`src/inc/video_sync_map.svh`:
```
/*
  constants for the sync, clamp, clock and test-shift control block.
  assumes it is included once per compile unit by its bare name.
*/
`ifndef VIDEO_SYNC_MAP_SVH
`define VIDEO_SYNC_MAP_SVH
`define TEST_BITS            48
`define OUT_PORTS            6
`define OUT_WIDTH            8
`define ADDR_W               8
`define REG_SYNC_CTRL        8'h0F
`define REG_CLAMP_CTRL       8'h10
`define REG_CLAMP_DELAY      8'h11
`define REG_CLAMP_WIDTH      8'h12
`define REG_HSO_DELAY        8'h13
`define REG_HSO_WIDTH        8'h14
`define REG_STATUS           8'h15
`define REG_MODE             8'h16
`define BIT_HSYNC_POL        7
`define BIT_HSO_POL          6
`define BIT_VSO_POL          5
`define BIT_COAST_POL        4
`define BIT_VSYNC_SRC        3
`define BIT_EXT_CLAMP        7
`define BIT_CLAMP_POL        6
`define BIT_YUV              5
`define BIT_EXT_CLK          4
`define BIT_DIGITAL          0
`define BIT_DUAL             1
`define BIT_TEST             2
`define BIT_PWRDN            3
`define SYNC_CTRL_RST        8'h10
`define CLAMP_CTRL_RST       8'h00
`define CLAMP_DELAY_RST      8'h08
`define CLAMP_WIDTH_RST      8'h14
`define HSO_WIDTH_RST        8'h20
`define HSO_DELAY_RST        8'h00
`define MODE_RST             8'h00
`define ACT_TIMEOUT_RST      16'hFFFF
`endif

```
`src/inc/video_sync_pkg.sv`:
```
/*
  types for the sync, clamp, clock and test-shift control block.
  assumes the map header is compiled alongside.
*/
`default_nettype none
package video_sync_pkg;
  typedef struct packed {
    logic [7:0] red;
    logic [7:0] green;
    logic [7:0] blue;
  } pixel_s;
  typedef enum logic [1:0] {HS_IDLE, HS_DELAY, HS_PULSE} hso_state_e;
  typedef struct packed {
    logic clamp_active;
    logic clamp_mid;
    logic coast_hold;
    logic use_ext_clk;
    logic invert_clk;
  } analog_ctl_s;
endpackage
`default_nettype wire

```
`src/hdl/video_sync_clock_pin_control.sv`:
```
/*
  control logic behind the shared and analog sync, clamp, clock and
  test-shift pins of a dual analog/digital display receiver.
  assumes all inputs synchronous to clk, including the test-shift clock,
  which is sampled and edge detected; registers on a plain strobe port.
*/
// Strobed register access and the address map are this design's own decisions.
// What this block does
// - hsync output regenerated, phase aligned, selectable polarity
// - analog: programmable position/width; digital: follows transmitter
// - vsync output: separated or passthrough, selectable polarity
// - activity high on hsync in analog mode, de in digital, else low
// - activity low three-states all pixel outputs
// - test mode loads 48 serial bits onto outputs
// - test-shift output returns bits first-in first-out
// - one test-shift clock times shift in and out
// - leading hsync edge only, polarity bit seven
// - external clamp honoured only when enable bit set
// - otherwise clamp timed from hsync trailing edge
// - clamp polarity bit selects external clamp level
// - clamp to ground for rgb, midscale for yuv
// - coast freezes clock generator tracking of hsync
// - coast polarity bit, default one
// - external clock select replaces sync-derived clock
// - invert input flips sampling clock 180 degrees
// - msb on bit seven, ports shared
// - dual mode: first pixel port a, alternating
// - output clock pixel rate single, half dual
`timescale 1ns/1ps
`default_nettype none
`include "video_sync_map.svh"
module video_sync_clock_pin_control
  import video_sync_pkg::*;
#(
  parameter int TEST_BITS = `TEST_BITS,
  parameter int ACT_WIDTH = 16
)(
  input  wire logic               clk,
  input  wire logic               rst_n,
  input  wire logic [`ADDR_W-1:0] reg_addr,
  input  wire logic [7:0]         reg_wdata,
  input  wire logic               reg_wr,
  input  wire logic               reg_rd,
  output logic      [7:0]         reg_rdata,
  input  wire logic               hsync_in,
  input  wire logic               vsync_in,
  input  wire logic               csync_vsync,
  input  wire logic               digital_hsync,
  input  wire logic               digital_vsync,
  input  wire logic               digital_de,
  input  wire logic               clamp_in,
  input  wire logic               coast_in,
  input  wire logic               sample_clock_invert,
  input  wire logic               pixel_valid,
  input  wire pixel_s             pixel_in,
  input  wire logic               test_shift_clock,
  input  wire logic               test_shift_in,
  output logic                    test_shift_out,
  output logic                    horiz_sync_output,
  output logic                    vert_sync_output,
  output logic                    pixel_out_clock,
  output logic                    activity_detect,
  output pixel_s                  port_a_o,
  output pixel_s                  port_b_o,
  output logic                    port_a_oe,
  output logic                    port_b_oe,
  output analog_ctl_s             analog_ctl
);
  if (TEST_BITS != `OUT_PORTS * `OUT_WIDTH)
  begin
    $error("test register must fill the six output ports");
  end
  if (ACT_WIDTH < 2 || ACT_WIDTH > 16)
  begin
    $error("activity timeout width out of range");
  end

  logic [7:0]  sync_ctrl_r;
  logic [7:0]  clamp_ctrl_r;
  logic [7:0]  clamp_delay_r;
  logic [7:0]  clamp_width_r;
  logic [7:0]  hso_delay_r;
  logic [7:0]  hso_width_r;
  logic [7:0]  mode_r;

  // software-written controls
  always_ff @(posedge clk)
  begin
    if (!rst_n)
    begin
      sync_ctrl_r   <= `SYNC_CTRL_RST;
      clamp_ctrl_r  <= `CLAMP_CTRL_RST;
      clamp_delay_r <= `CLAMP_DELAY_RST;
      clamp_width_r <= `CLAMP_WIDTH_RST;
      hso_delay_r   <= `HSO_DELAY_RST;
      hso_width_r   <= `HSO_WIDTH_RST;
      mode_r        <= `MODE_RST;
    end
    else if (reg_wr)
    begin
      case (reg_addr)
        `REG_SYNC_CTRL:   sync_ctrl_r   <= reg_wdata;
        `REG_CLAMP_CTRL:  clamp_ctrl_r  <= reg_wdata;
        `REG_CLAMP_DELAY: clamp_delay_r <= reg_wdata;
        `REG_CLAMP_WIDTH: clamp_width_r <= reg_wdata;
        `REG_HSO_DELAY:   hso_delay_r   <= reg_wdata;
        `REG_HSO_WIDTH:   hso_width_r   <= reg_wdata;
        `REG_MODE:        mode_r        <= reg_wdata;
        default:          ;
      endcase
    end
  end

  logic digital_mode;
  logic dual_mode;
  logic test_mode;
  logic pwrdn;
  assign digital_mode = mode_r[`BIT_DIGITAL];
  assign dual_mode    = mode_r[`BIT_DUAL];
  assign test_mode    = mode_r[`BIT_TEST];
  assign pwrdn        = mode_r[`BIT_PWRDN];

  // hsync edge detection, polarity normalised to active high
  logic hs_norm;
  logic hs_prev_r;
  logic hs_lead;
  logic hs_trail;
  assign hs_norm  = hsync_in ~^ sync_ctrl_r[`BIT_HSYNC_POL];
  assign hs_lead  = hs_norm & ~hs_prev_r;
  assign hs_trail = ~hs_norm & hs_prev_r;

  always_ff @(posedge clk)
  begin
    if (!rst_n)
      hs_prev_r <= 1'b0;
    else
      hs_prev_r <= hs_norm;
  end

  // activity: retriggerable timeout on the selected interface's activity: de in digital mode, hsync leading edge in analog
  logic [ACT_WIDTH-1:0] act_cnt_r;
  logic                 act_event;
  assign act_event = digital_mode ? digital_de : hs_lead;

  always_ff @(posedge clk)
  begin
    if (!rst_n)
      act_cnt_r <= '0;
    else if (pwrdn)
      act_cnt_r <= '0;
    else if (act_event)
      act_cnt_r <= '1;
    else if (act_cnt_r != '0)
      act_cnt_r <= act_cnt_r - 1'b1;
  end

  always_ff @(posedge clk)
  begin
    if (!rst_n)
      activity_detect <= 1'b0;
    else
      activity_detect <= (act_cnt_r != '0) && !pwrdn;
  end

  // analog hsync output timing: delay then width after leading edge
  hso_state_e  hso_state_r;
  logic [7:0]  hso_cnt_r;

  always_ff @(posedge clk)
  begin
    if (!rst_n)
    begin
      hso_state_r <= HS_IDLE;
      hso_cnt_r   <= 8'h00;
    end
    else
    begin
      case (hso_state_r)
        HS_IDLE:
          if (hs_lead)
          begin
            hso_state_r <= (hso_delay_r == 8'h00) ? HS_PULSE : HS_DELAY;
            hso_cnt_r   <= (hso_delay_r == 8'h00) ? hso_width_r
                                                  : hso_delay_r;
          end
        HS_DELAY:
          if (hso_cnt_r <= 8'h01)
          begin
            hso_state_r <= HS_PULSE;
            hso_cnt_r   <= hso_width_r;
          end
          else
            hso_cnt_r <= hso_cnt_r - 8'h01;
        HS_PULSE:
          if (hso_cnt_r <= 8'h01)
            hso_state_r <= HS_IDLE;
          else
            hso_cnt_r <= hso_cnt_r - 8'h01;
        default:
          hso_state_r <= HS_IDLE;
      endcase
    end
  end

  // sync outputs registered with the data so they stay aligned
  logic hs_active;
  logic vs_active;
  assign hs_active = digital_mode ? digital_hsync
                                  : (hso_state_r == HS_PULSE);
  assign vs_active = digital_mode ? digital_vsync
                   : (sync_ctrl_r[`BIT_VSYNC_SRC] ? csync_vsync
                                                  : vsync_in);

  always_ff @(posedge clk)
  begin
    if (!rst_n)
    begin
      horiz_sync_output <= 1'b0;
      vert_sync_output  <= 1'b0;
    end
    else
    begin
      horiz_sync_output <= hs_active ^ ~sync_ctrl_r[`BIT_HSO_POL];
      vert_sync_output  <= vs_active ^ ~sync_ctrl_r[`BIT_VSO_POL];
    end
  end

  // internal clamp window counted from the hsync trailing edge
  logic [8:0] clamp_cnt_r;
  logic       clamp_int_r;

  always_ff @(posedge clk)
  begin
    if (!rst_n)
    begin
      clamp_cnt_r <= 9'h000;
      clamp_int_r <= 1'b0;
    end
    else if (hs_trail)
    begin
      clamp_cnt_r <= {1'b0, clamp_delay_r} + {1'b0, clamp_width_r};
      clamp_int_r <= 1'b0;
    end
    else if (clamp_cnt_r != 9'h000)
    begin
      clamp_cnt_r <= clamp_cnt_r - 9'h001;
      clamp_int_r <= (clamp_cnt_r <= {1'b0, clamp_width_r});
    end
    else
      clamp_int_r <= 1'b0;
  end

  logic clamp_ext;
  assign clamp_ext = clamp_in ~^ clamp_ctrl_r[`BIT_CLAMP_POL];

  // analog front-end controls, registered
  always_ff @(posedge clk)
  begin
    if (!rst_n)
      analog_ctl <= '0;
    else
    begin
      analog_ctl.clamp_active <= clamp_ctrl_r[`BIT_EXT_CLAMP] ? clamp_ext
                                 : clamp_int_r;
      analog_ctl.clamp_mid    <= clamp_ctrl_r[`BIT_YUV];
      analog_ctl.coast_hold   <= coast_in
                                 ~^ sync_ctrl_r[`BIT_COAST_POL];
      analog_ctl.use_ext_clk  <= clamp_ctrl_r[`BIT_EXT_CLK];
      // changing phase mid-line corrupts samples; the controller
      // is trusted to switch only in blanking
      analog_ctl.invert_clk   <= sample_clock_invert;
    end
  end

  // test-shift clock sampled; one edge times both directions
  logic tsc_prev_r;
  logic tsc_rise;
  logic [TEST_BITS-1:0] test_r;
  assign tsc_rise = test_shift_clock & ~tsc_prev_r;

  always_ff @(posedge clk)
  begin
    if (!rst_n)
      tsc_prev_r <= 1'b0;
    else
      tsc_prev_r <= test_shift_clock;
  end

  // each new bit enters at bit 0; oldest bit leaves at the top
  always_ff @(posedge clk)
  begin
    if (!rst_n)
      test_r <= '0;
    else if (test_mode && tsc_rise)
      test_r <= {test_r[TEST_BITS-2:0], test_shift_in};
  end
  assign test_shift_out = test_r[TEST_BITS-1];

  // pixel routing in dual mode: first after hsync to port a, then alternate
  logic   phase_r;
  logic   clk_div_r;

  always_ff @(posedge clk)
  begin
    if (!rst_n)
      phase_r <= 1'b0;
    else if (hs_lead)
      phase_r <= 1'b0;
    else if (pixel_valid)
      phase_r <= ~phase_r;
  end

  // output clock: toggle per pixel in single mode, per pair in dual
  always_ff @(posedge clk)
  begin
    if (!rst_n)
      clk_div_r <= 1'b0;
    else if (pixel_valid && (!dual_mode || phase_r))
      clk_div_r <= ~clk_div_r;
  end
  assign pixel_out_clock = clk_div_r;

  always_ff @(posedge clk)
  begin
    if (!rst_n)
    begin
      port_a_o <= '0;
      port_b_o <= '0;
    end
    else if (test_mode)
    begin
      // fixed order, same as shift order: oldest byte on port a red
      port_a_o <= test_r[47:24];
      port_b_o <= test_r[23:0];
    end
    else if (pixel_valid)
    begin
      if (!dual_mode || !phase_r)
        port_a_o <= pixel_in;
      if (dual_mode && phase_r)
        port_b_o <= pixel_in;
    end
  end

  // port b only carries data in dual mode or test mode
  assign port_a_oe = activity_detect;
  assign port_b_oe = port_a_oe && (dual_mode || test_mode);

  // register read port, data one cycle after the strobe
  always_ff @(posedge clk)
  begin
    if (!rst_n)
      reg_rdata <= 8'h00;
    else if (reg_rd)
    begin
      case (reg_addr)
        `REG_SYNC_CTRL:   reg_rdata <= sync_ctrl_r;
        `REG_CLAMP_CTRL:  reg_rdata <= clamp_ctrl_r;
        `REG_CLAMP_DELAY: reg_rdata <= clamp_delay_r;
        `REG_CLAMP_WIDTH: reg_rdata <= clamp_width_r;
        `REG_HSO_DELAY:   reg_rdata <= hso_delay_r;
        `REG_HSO_WIDTH:   reg_rdata <= hso_width_r;
        `REG_MODE:        reg_rdata <= mode_r;
        `REG_STATUS:      reg_rdata <= {3'b000, analog_ctl.coast_hold,
                                        analog_ctl.clamp_active, phase_r,
                                        horiz_sync_output, activity_detect};
        default:          reg_rdata <= 8'h00;
      endcase
    end
    else
      reg_rdata <= 8'h00;
  end
endmodule
`default_nettype wire

```
`config.mk`:
```
export PLATFORM = sky130hd
export DESIGN_NAME = video_sync_clock_pin_control
export DESIGN_NICKNAME = d
export VERILOG_FILES = /design/src/inc/video_sync_pkg.sv /design/src/hdl/video_sync_clock_pin_control.sv
export VERILOG_INCLUDE_DIRS = /design/src /design/src/inc
export SDC_FILE = /design/constraint.sdc
export NUM_CORES = 1
export LEC_CHECK = 0
export BUFFER_PORTS_ARGS = -buffer_cell sky130_fd_sc_hd__buf_2
export CORE_ASPECT_RATIO = 1.25
export CORE_MARGIN = 4
export CORE_UTILIZATION = 50
export CTS_CLUSTER_DIAMETER = 80
export DETAILED_ROUTE_END_ITERATION = 10
export GPL_TIMING_DRIVEN = 0
export PLACE_DENSITY_LB_ADDON = 0.25
export RECOVER_POWER = 25
export SYNTH_ARGS = -nofsm -noshare
export SYNTH_HDL_FRONTEND = slang
export SYNTH_SLANG_ARGS = --single-unit
```
`constraint.sdc`:
```
create_clock -name clk -period 2.95 [get_ports clk]
set_input_delay 0.59 -clock clk [delete_from_list [all_inputs] [get_ports clk]]
set_output_delay 0.59 -clock clk [all_outputs]
set_load 0.01 [all_outputs]
```
Yosys cells after proc, flatten, opt, wreduce, memory -nomap -nowiden --
Index checks and enable logic that the tools add are counted.
Word-level totals: ROM bits 0, RAM bits 0, output and inout port bits 68, register bits 208, memories 0, input bits 56, latch bits 0, logic and storage cells 131
Operators by class: bitwise logic cells 17, $add $sub $neg 4, order comparisons 2, multipliers 0, divide/modulo/power cells 0, reductions and logical operators 36, multiplexer cells 26, equal/unequal tests 14, shift operators 0
Operator list (number):
- 24-bit two-way mux | 6
- 8-bit case mux with 8 select lines | 1
- 8-bit by 5-bit == test with 1-bit output (second input constant) | 7
- 16-bit two-way mux | 2
- 8-bit two-way mux | 4
- 8-bit case mux with 3 select lines | 1
- 2-bit AND reduction | 10
- 9-bit two-way mux | 2
- 16-bit nonzero test | 1
- 16-bit by 1-bit subtractor with 16-bit output (second input constant) | 1
- 2-bit nonzero test | 5
- 8-bit by 8-bit adder with 9-bit output | 1
- 9-bit by 8-bit less-or-equal comparator with 1-bit output | 1
- 1-bit NOT | 9
- 9-bit nonzero test | 1
- 9-bit by 1-bit subtractor with 9-bit output (second input constant) | 1
- 8-bit by 4-bit == test with 1-bit output (second input constant) | 1
- 8-bit by 1-bit less-or-equal comparator with 1-bit output (second input constant) | 1
- 8-bit zero test | 1
- 2-bit two-way mux | 4
- 2-bit != test (second input constant) | 4
- 8-bit by 1-bit subtractor with 8-bit output (second input constant) | 1
- 2-bit case mux with 3 select lines | 1
- 3-bit AND reduction | 2
- 13 further kinds | 31

Longest topological paths before layout --
word-level depth 5, depth in mapped cells 8, depth with buffers taken out 7

Worst setup path before layout --
Ideal clock, no wire load.
path kind input-to-reg, start point input port reg_addr[1], end point register sync_ctrl_r[4], stages 7, library setup time 0.128 ns, required time 2.822 ns, path slack 0.773 ns, arrival time 2.049 ns, buffers on the path 2, cells stage by stage buf_2 nand2_1 nor4bb_1 clkbuf_1 nand3_1 mux2i_1 nand2_1
On the way: cells in the longest elaborated chain, start to end 2
RTL lines:
- from (decl) | line video_sync_clock_pin_control.sv:40 | input wire logic [`ADDR_W-1:0] reg_addr,
- 8-bit by 4-bit == test with 1-bit output | line video_sync_clock_pin_control.sv:101 | case (reg_addr)
- 2-bit AND reduction (no source line)
- to (signal assigned) | line video_sync_clock_pin_control.sv:91 | sync_ctrl_r <= `SYNC_CTRL_RST;
- to (signal assigned) | line video_sync_clock_pin_control.sv:102 | `REG_SYNC_CTRL: sync_ctrl_r <= reg_wdata;
- to (decl) | line video_sync_clock_pin_control.sv:78 | logic [7:0] sync_ctrl_r;
No other way between the ends. A chain may end at the register's enable or synchronous reset.

Worst setup path in the final report --
start point register mode_r[2], end point output port port_b_oe
On the way: cells in the longest elaborated chain, start to end 2
RTL lines:
- from (decl) | line video_sync_clock_pin_control.sv:84 | logic [7:0] mode_r;
- from (signal assigned) | line video_sync_clock_pin_control.sv:97 | mode_r <= `MODE_RST;
- from (signal assigned) | line video_sync_clock_pin_control.sv:108 | `REG_MODE: mode_r <= reg_wdata;
- 1-bit logical OR | line video_sync_clock_pin_control.sv:347 | assign port_b_oe = port_a_oe && (dual_mode || test_mode);
- 1-bit logical AND | line video_sync_clock_pin_control.sv:347
- to (decl) | line video_sync_clock_pin_control.sv:66 | output logic port_b_oe,
No other way between the ends.

==> flow_results.org <==
** Clock network
- Buffer type at the clock tree root :: sky130_fd_sc_hd__clkbuf_16
- The clock net in this run drives a total of 208 sinks.
- Hold-fix buffers at CTS :: 0
- The longest clock path from root to sink contains 3 buffers.
- Total CTS buffers :: 21
- The later pin in the worst-skew pair is clocked with a latency of 0.49 ns.
- CTS tree :: done
- Clock-pin slew was measured on the worst setup and hold paths at 0.06 ns.
- Number of gates resized after cts :: 0
- In this run the number of H-tree levels came out at 1.
- Buffers inserted during post-CTS setup optimization :: 0

** Cells and area
- Footprint of the multi-input gates :: 5041 um^2
- In the layout the commonest cells are sky130_fd_sc_hd__dfxtp_1, sky130_fd_sc_hd__nor2_1, sky130_fd_sc_hd__nand2_1.
- In the final layout, the share of cells above drive strength 1 is 0.08637.
- Sequential standard cell area :: 4164 um^2
- Counting the fill cells in the layout gives 1749.
- The area growth from synthesis to layout is 15.49%.
- Most common cell after layout, fill and taps aside :: sky130_fd_sc_hd__dfxtp_1
- For this run, the post-layout net count is 1333.
- Diodes inserted :: 0

** Timing
- For this run, the top clock speed supported by timing is 0.3811 GHz.
- Accumulated negative setup slack :: 0 ns
- For the finished layout, the period the worst path requires is 2.624 ns.
- Number of slew-limit violations in the final report :: 0
- Clock skew on the completed layout was measured at 0.01355 ns.
- Setup violations remaining at the end of the flow were counted as 0.
- The hold violation count in the final report is 0.
- Final critical-path share of the clock period :: 0.8895
- Tightest Pin Transition :: 1.245 ns
- Worst slew margin relative to its limit :: 0.1625
- On the final layout, the worst hold slack is 0.3132 ns.
- Setup repair after global routing left no endpoint under its margin.

** Pwr
- For this design the ratio of total power to cell area is 627.8 nW/um^2.
- Worst vdd ir :: 424.9 uV
- In this run the static leakage power is 4.695 nW.

** Floorplanning
- For this configuration, the core starts out at a cell density of 0.5092.
- Core box area :: 18780 um^2
- Row generation in the floorplan step produced 56 rows.
- Number of ports placed on the die boundary :: 124
- From left edge to right edge, the die measures 131.7 um.
- From bottom edge to top edge, the die measures 162.6 um.
- The die covers 21410 um^2.

** Yosys
- Counting flops with a built-in enable in the synthesized netlist gives 0.
- Count of yosys warnings during synthesis :: 0
- Commonest register cell after synthesis :: sky130_fd_sc_hd__dfxtp_1
- Cells after Synth :: 1107
- Post-synth ARST share :: 0
- Counting every net in the synthesized netlist gives 1189.
- Synthesis inferred 208 register bits.
- In this run the mean area of a mapped cell was 8.637 um^2.
- Of the post-synthesis cell area, the dominant cell type holds 0.4355.
- After synthesis the cells add up to 9562 um^2.
- Leading cell types by total area after synthesis :: sky130_fd_sc_hd__dfxtp_1, sky130_fd_sc_hd__mux2i_1, sky130_fd_sc_hd__a21oi_1
- Synthesis instantiated 67 different standard cells from the library.
- The largest total area in the synthesized netlist belongs to sky130_fd_sc_hd__dfxtp_1.
- Share of the yosys chip area belonging to registers :: 0.4355

** GRT
- Initial antenna violation count :: 0
- Vias in the first global route :: 8175
- Entering global routing, the biggest net connects 15 pins.
- The total overflow left after global routing is 0.
- All-layer global routing usage :: 0.2353
- The first global-routing pass estimated 41770 um of wire.

** Critical path
- R2R Setup Slk :: 0.37 ns
- The worst setup path is captured at an output pin.
- The slowest stage of the critical path belongs to the cell sky130_fd_sc_hd__clkbuf_1.
- Crit start category :: flip-flop
- In this design, the stage delay of the slowest critical-path cell is 0.46 ns.
- Critical-path maximum fanout :: 10
- In this design, the critical path's most frequently occurring cell is sky130_fd_sc_hd__clkbuf_1.
- Data arrives at the worst endpoint at 2.03 ns.
- Critical path class :: flip-flop to output pin
- Worst endpoint required time :: 2.36 ns
- Traced cell by cell, the critical path runs through clkbuf_1 -> clkbuf_1 -> o21a_1 -> buf_2.

** Outcome
- Status :: completed

** Route
- Met3 routed wirelength :: 1787 um
- In the routed layout, each cell is associated on average with a via count of 5.681.
- After detailed routing, the number of remaining DRC violations is 0.
- The routed design has 26060 um of wire.
- Max Used Layer :: met4
- Final ANT Viol Nets :: 0
- After detailed routing, the average wire length per cell comes to 17.44 um.
- The first routing iteration left 481 violations.
- Vias after detailed routing :: 8488
- Number of detailed-route iterations in the first pass :: 5
- Met2 WL :: 12640 um
- Wl on met1 :: 10970 um

** Placement
- The wire-length estimate of the detail-placed layout is 19190 um.
- During placement, the flow inserted port buffers numbering 121.
- GP Congestion :: 0.8582

** Run
- Max-capacitance violation count :: 0

** Hold path
- Type of the tightest min-delay check :: input pin to flip-flop
-- final cells by class --
class | count | share of cell area
clock buffers | 28 | 0.05269
well taps | 232 | 0.02629
inverters | 19 | 0.006458
flip-flops and latches | 208 | 0.3771
repair buffers | 121 | 0.04736
clock inverters | 6 | 0.007818
multi-input cells | 807 | 0.4565
plain buffers | 73 | 0.02583
-- sequential cells by signal, summed over array words and instances, names as in the netlist, 8 cells and up --
name,flops
test_r,48
port_a_o,24
port_b_o,24
act_cnt_r,16
clamp_cnt_r,9
clamp_ctrl_r,8
clamp_delay_r,8
clamp_width_r,8
hso_cnt_r,8
hso_delay_r,8
hso_width_r,8
mode_r,8
reg_rdata,8
sync_ctrl_r,8
-- kinds of logic after synthesis --
group | after synthesis | synth area share
compound gates | 242 | 0.1557
mux | 106 | 0.1220
simple gates | 400 | 0.1845
fa+ha+maj | 26 | 0.03481
flops | 208 | 0.4355
buf+inv | 92 | 0.03729
xor+xnor | 33 | 0.03023
-- through the flow --
| stage | power [mW] | worst slack, ns | cell area (um^2) | util | std cells |
|---|---|---|---|---|---|
| final | 6.933 | 0.3260 | 11040 | 0.5881 | 1494 |
| after global routing | 7.254 | 0.1837 | 11040 | 0.5881 | 1494 |
| after CTS | 6.962 | 0.3200 | 11130 | 0.5925 | 1494 |
| after detailed placement | 4.346 | 0.2158 | 10460 | 0.5569 | 1460 |
| after global placement | 4.323 | 0.2217 | 10460 | 0.5569 | 1460 |
| after floorplan | 4.015 | 0.7731 | 9562 | - | 1107 |
-- cell usage after synthesis (2+ instances only) --
master / n
sky130_fd_sc_hd__nand4b_1: 4
sky130_fd_sc_hd__ha_1: 25
sky130_fd_sc_hd__nor3b_1: 2
sky130_fd_sc_hd__dfxtp_1: 208
sky130_fd_sc_hd__nand4_1: 3
sky130_fd_sc_hd__o211ai_1: 7
sky130_fd_sc_hd__mux2i_1: 97
sky130_fd_sc_hd__o21ai_0: 14
sky130_fd_sc_hd__nor2b_1: 5
sky130_fd_sc_hd__nand3b_1: 6
sky130_fd_sc_hd__nor4_1: 7
sky130_fd_sc_hd__a22oi_1: 8
sky130_fd_sc_hd__or2_2: 2
sky130_fd_sc_hd__and3_1: 6
sky130_fd_sc_hd__or4_1: 2
sky130_fd_sc_hd__a22o_1: 6
sky130_fd_sc_hd__nand3_1: 25
sky130_fd_sc_hd__o211a_1: 2
sky130_fd_sc_hd__o2bb2ai_1: 7
sky130_fd_sc_hd__nand2b_1: 4
sky130_fd_sc_hd__a32o_1: 5
sky130_fd_sc_hd__a21o_1: 4
sky130_fd_sc_hd__a32oi_1: 3
sky130_fd_sc_hd__and3b_1: 3
sky130_fd_sc_hd__a211oi_1: 10
sky130_fd_sc_hd__nor2_1: 163
sky130_fd_sc_hd__clkbuf_1: 56
sky130_fd_sc_hd__xor2_1: 25
sky130_fd_sc_hd__nor3_1: 7
sky130_fd_sc_hd__inv_1: 18
sky130_fd_sc_hd__buf_2: 6
sky130_fd_sc_hd__mux4_2: 8
sky130_fd_sc_hd__o22ai_1: 3
sky130_fd_sc_hd__a21boi_0: 2
sky130_fd_sc_hd__and2_1: 9
sky130_fd_sc_hd__o21a_1: 3
sky130_fd_sc_hd__o31ai_1: 3
sky130_fd_sc_hd__a31oi_1: 6
sky130_fd_sc_hd__o221ai_1: 2
sky130_fd_sc_hd__xnor2_1: 8
sky130_fd_sc_hd__a21oi_1: 141
sky130_fd_sc_hd__nand2_1: 143
sky130_fd_sc_hd__a211o_1: 6
sky130_fd_sc_hd__buf_1: 10
-- power by group --
part           internal [mW]  total [mW]  switching [mW]  leakage [nW]
clock                   1.55        2.64            1.08         0.325
sequential              2.94        3.08           0.137          1.69
combinational          0.516        1.22           0.701          2.68
total                   5.01        6.93            1.92          4.70
-- worst max-delay path, delay by kind of cell (launching register included) --
kind                   cells  cell delay [ns]
buffers and inverters      3             1.02
flip-flops                 1             0.32
AO/OA/AOI/OAI              1             0.22
-- final timing paths --
kind / cells after the start / end / from
max: 4 / port_b_oe / mode_r[2]
min: 2 / analog_ctl[0] / sample_clock_invert
max reg2reg: 6 / clamp_cnt_r[7] / clamp_width_r[3]
min reg2reg: 2 / test_r[21] / test_r[20]
-- layer usage --
layer,vias up,global-route usage
met1,3961,0.2969
li1,4138,-
met5,-,0
met3,51,0.03832
met2,338,0.4165
met4,0,0.06972
No activity file was read; power rests on OpenSTA's default activity.
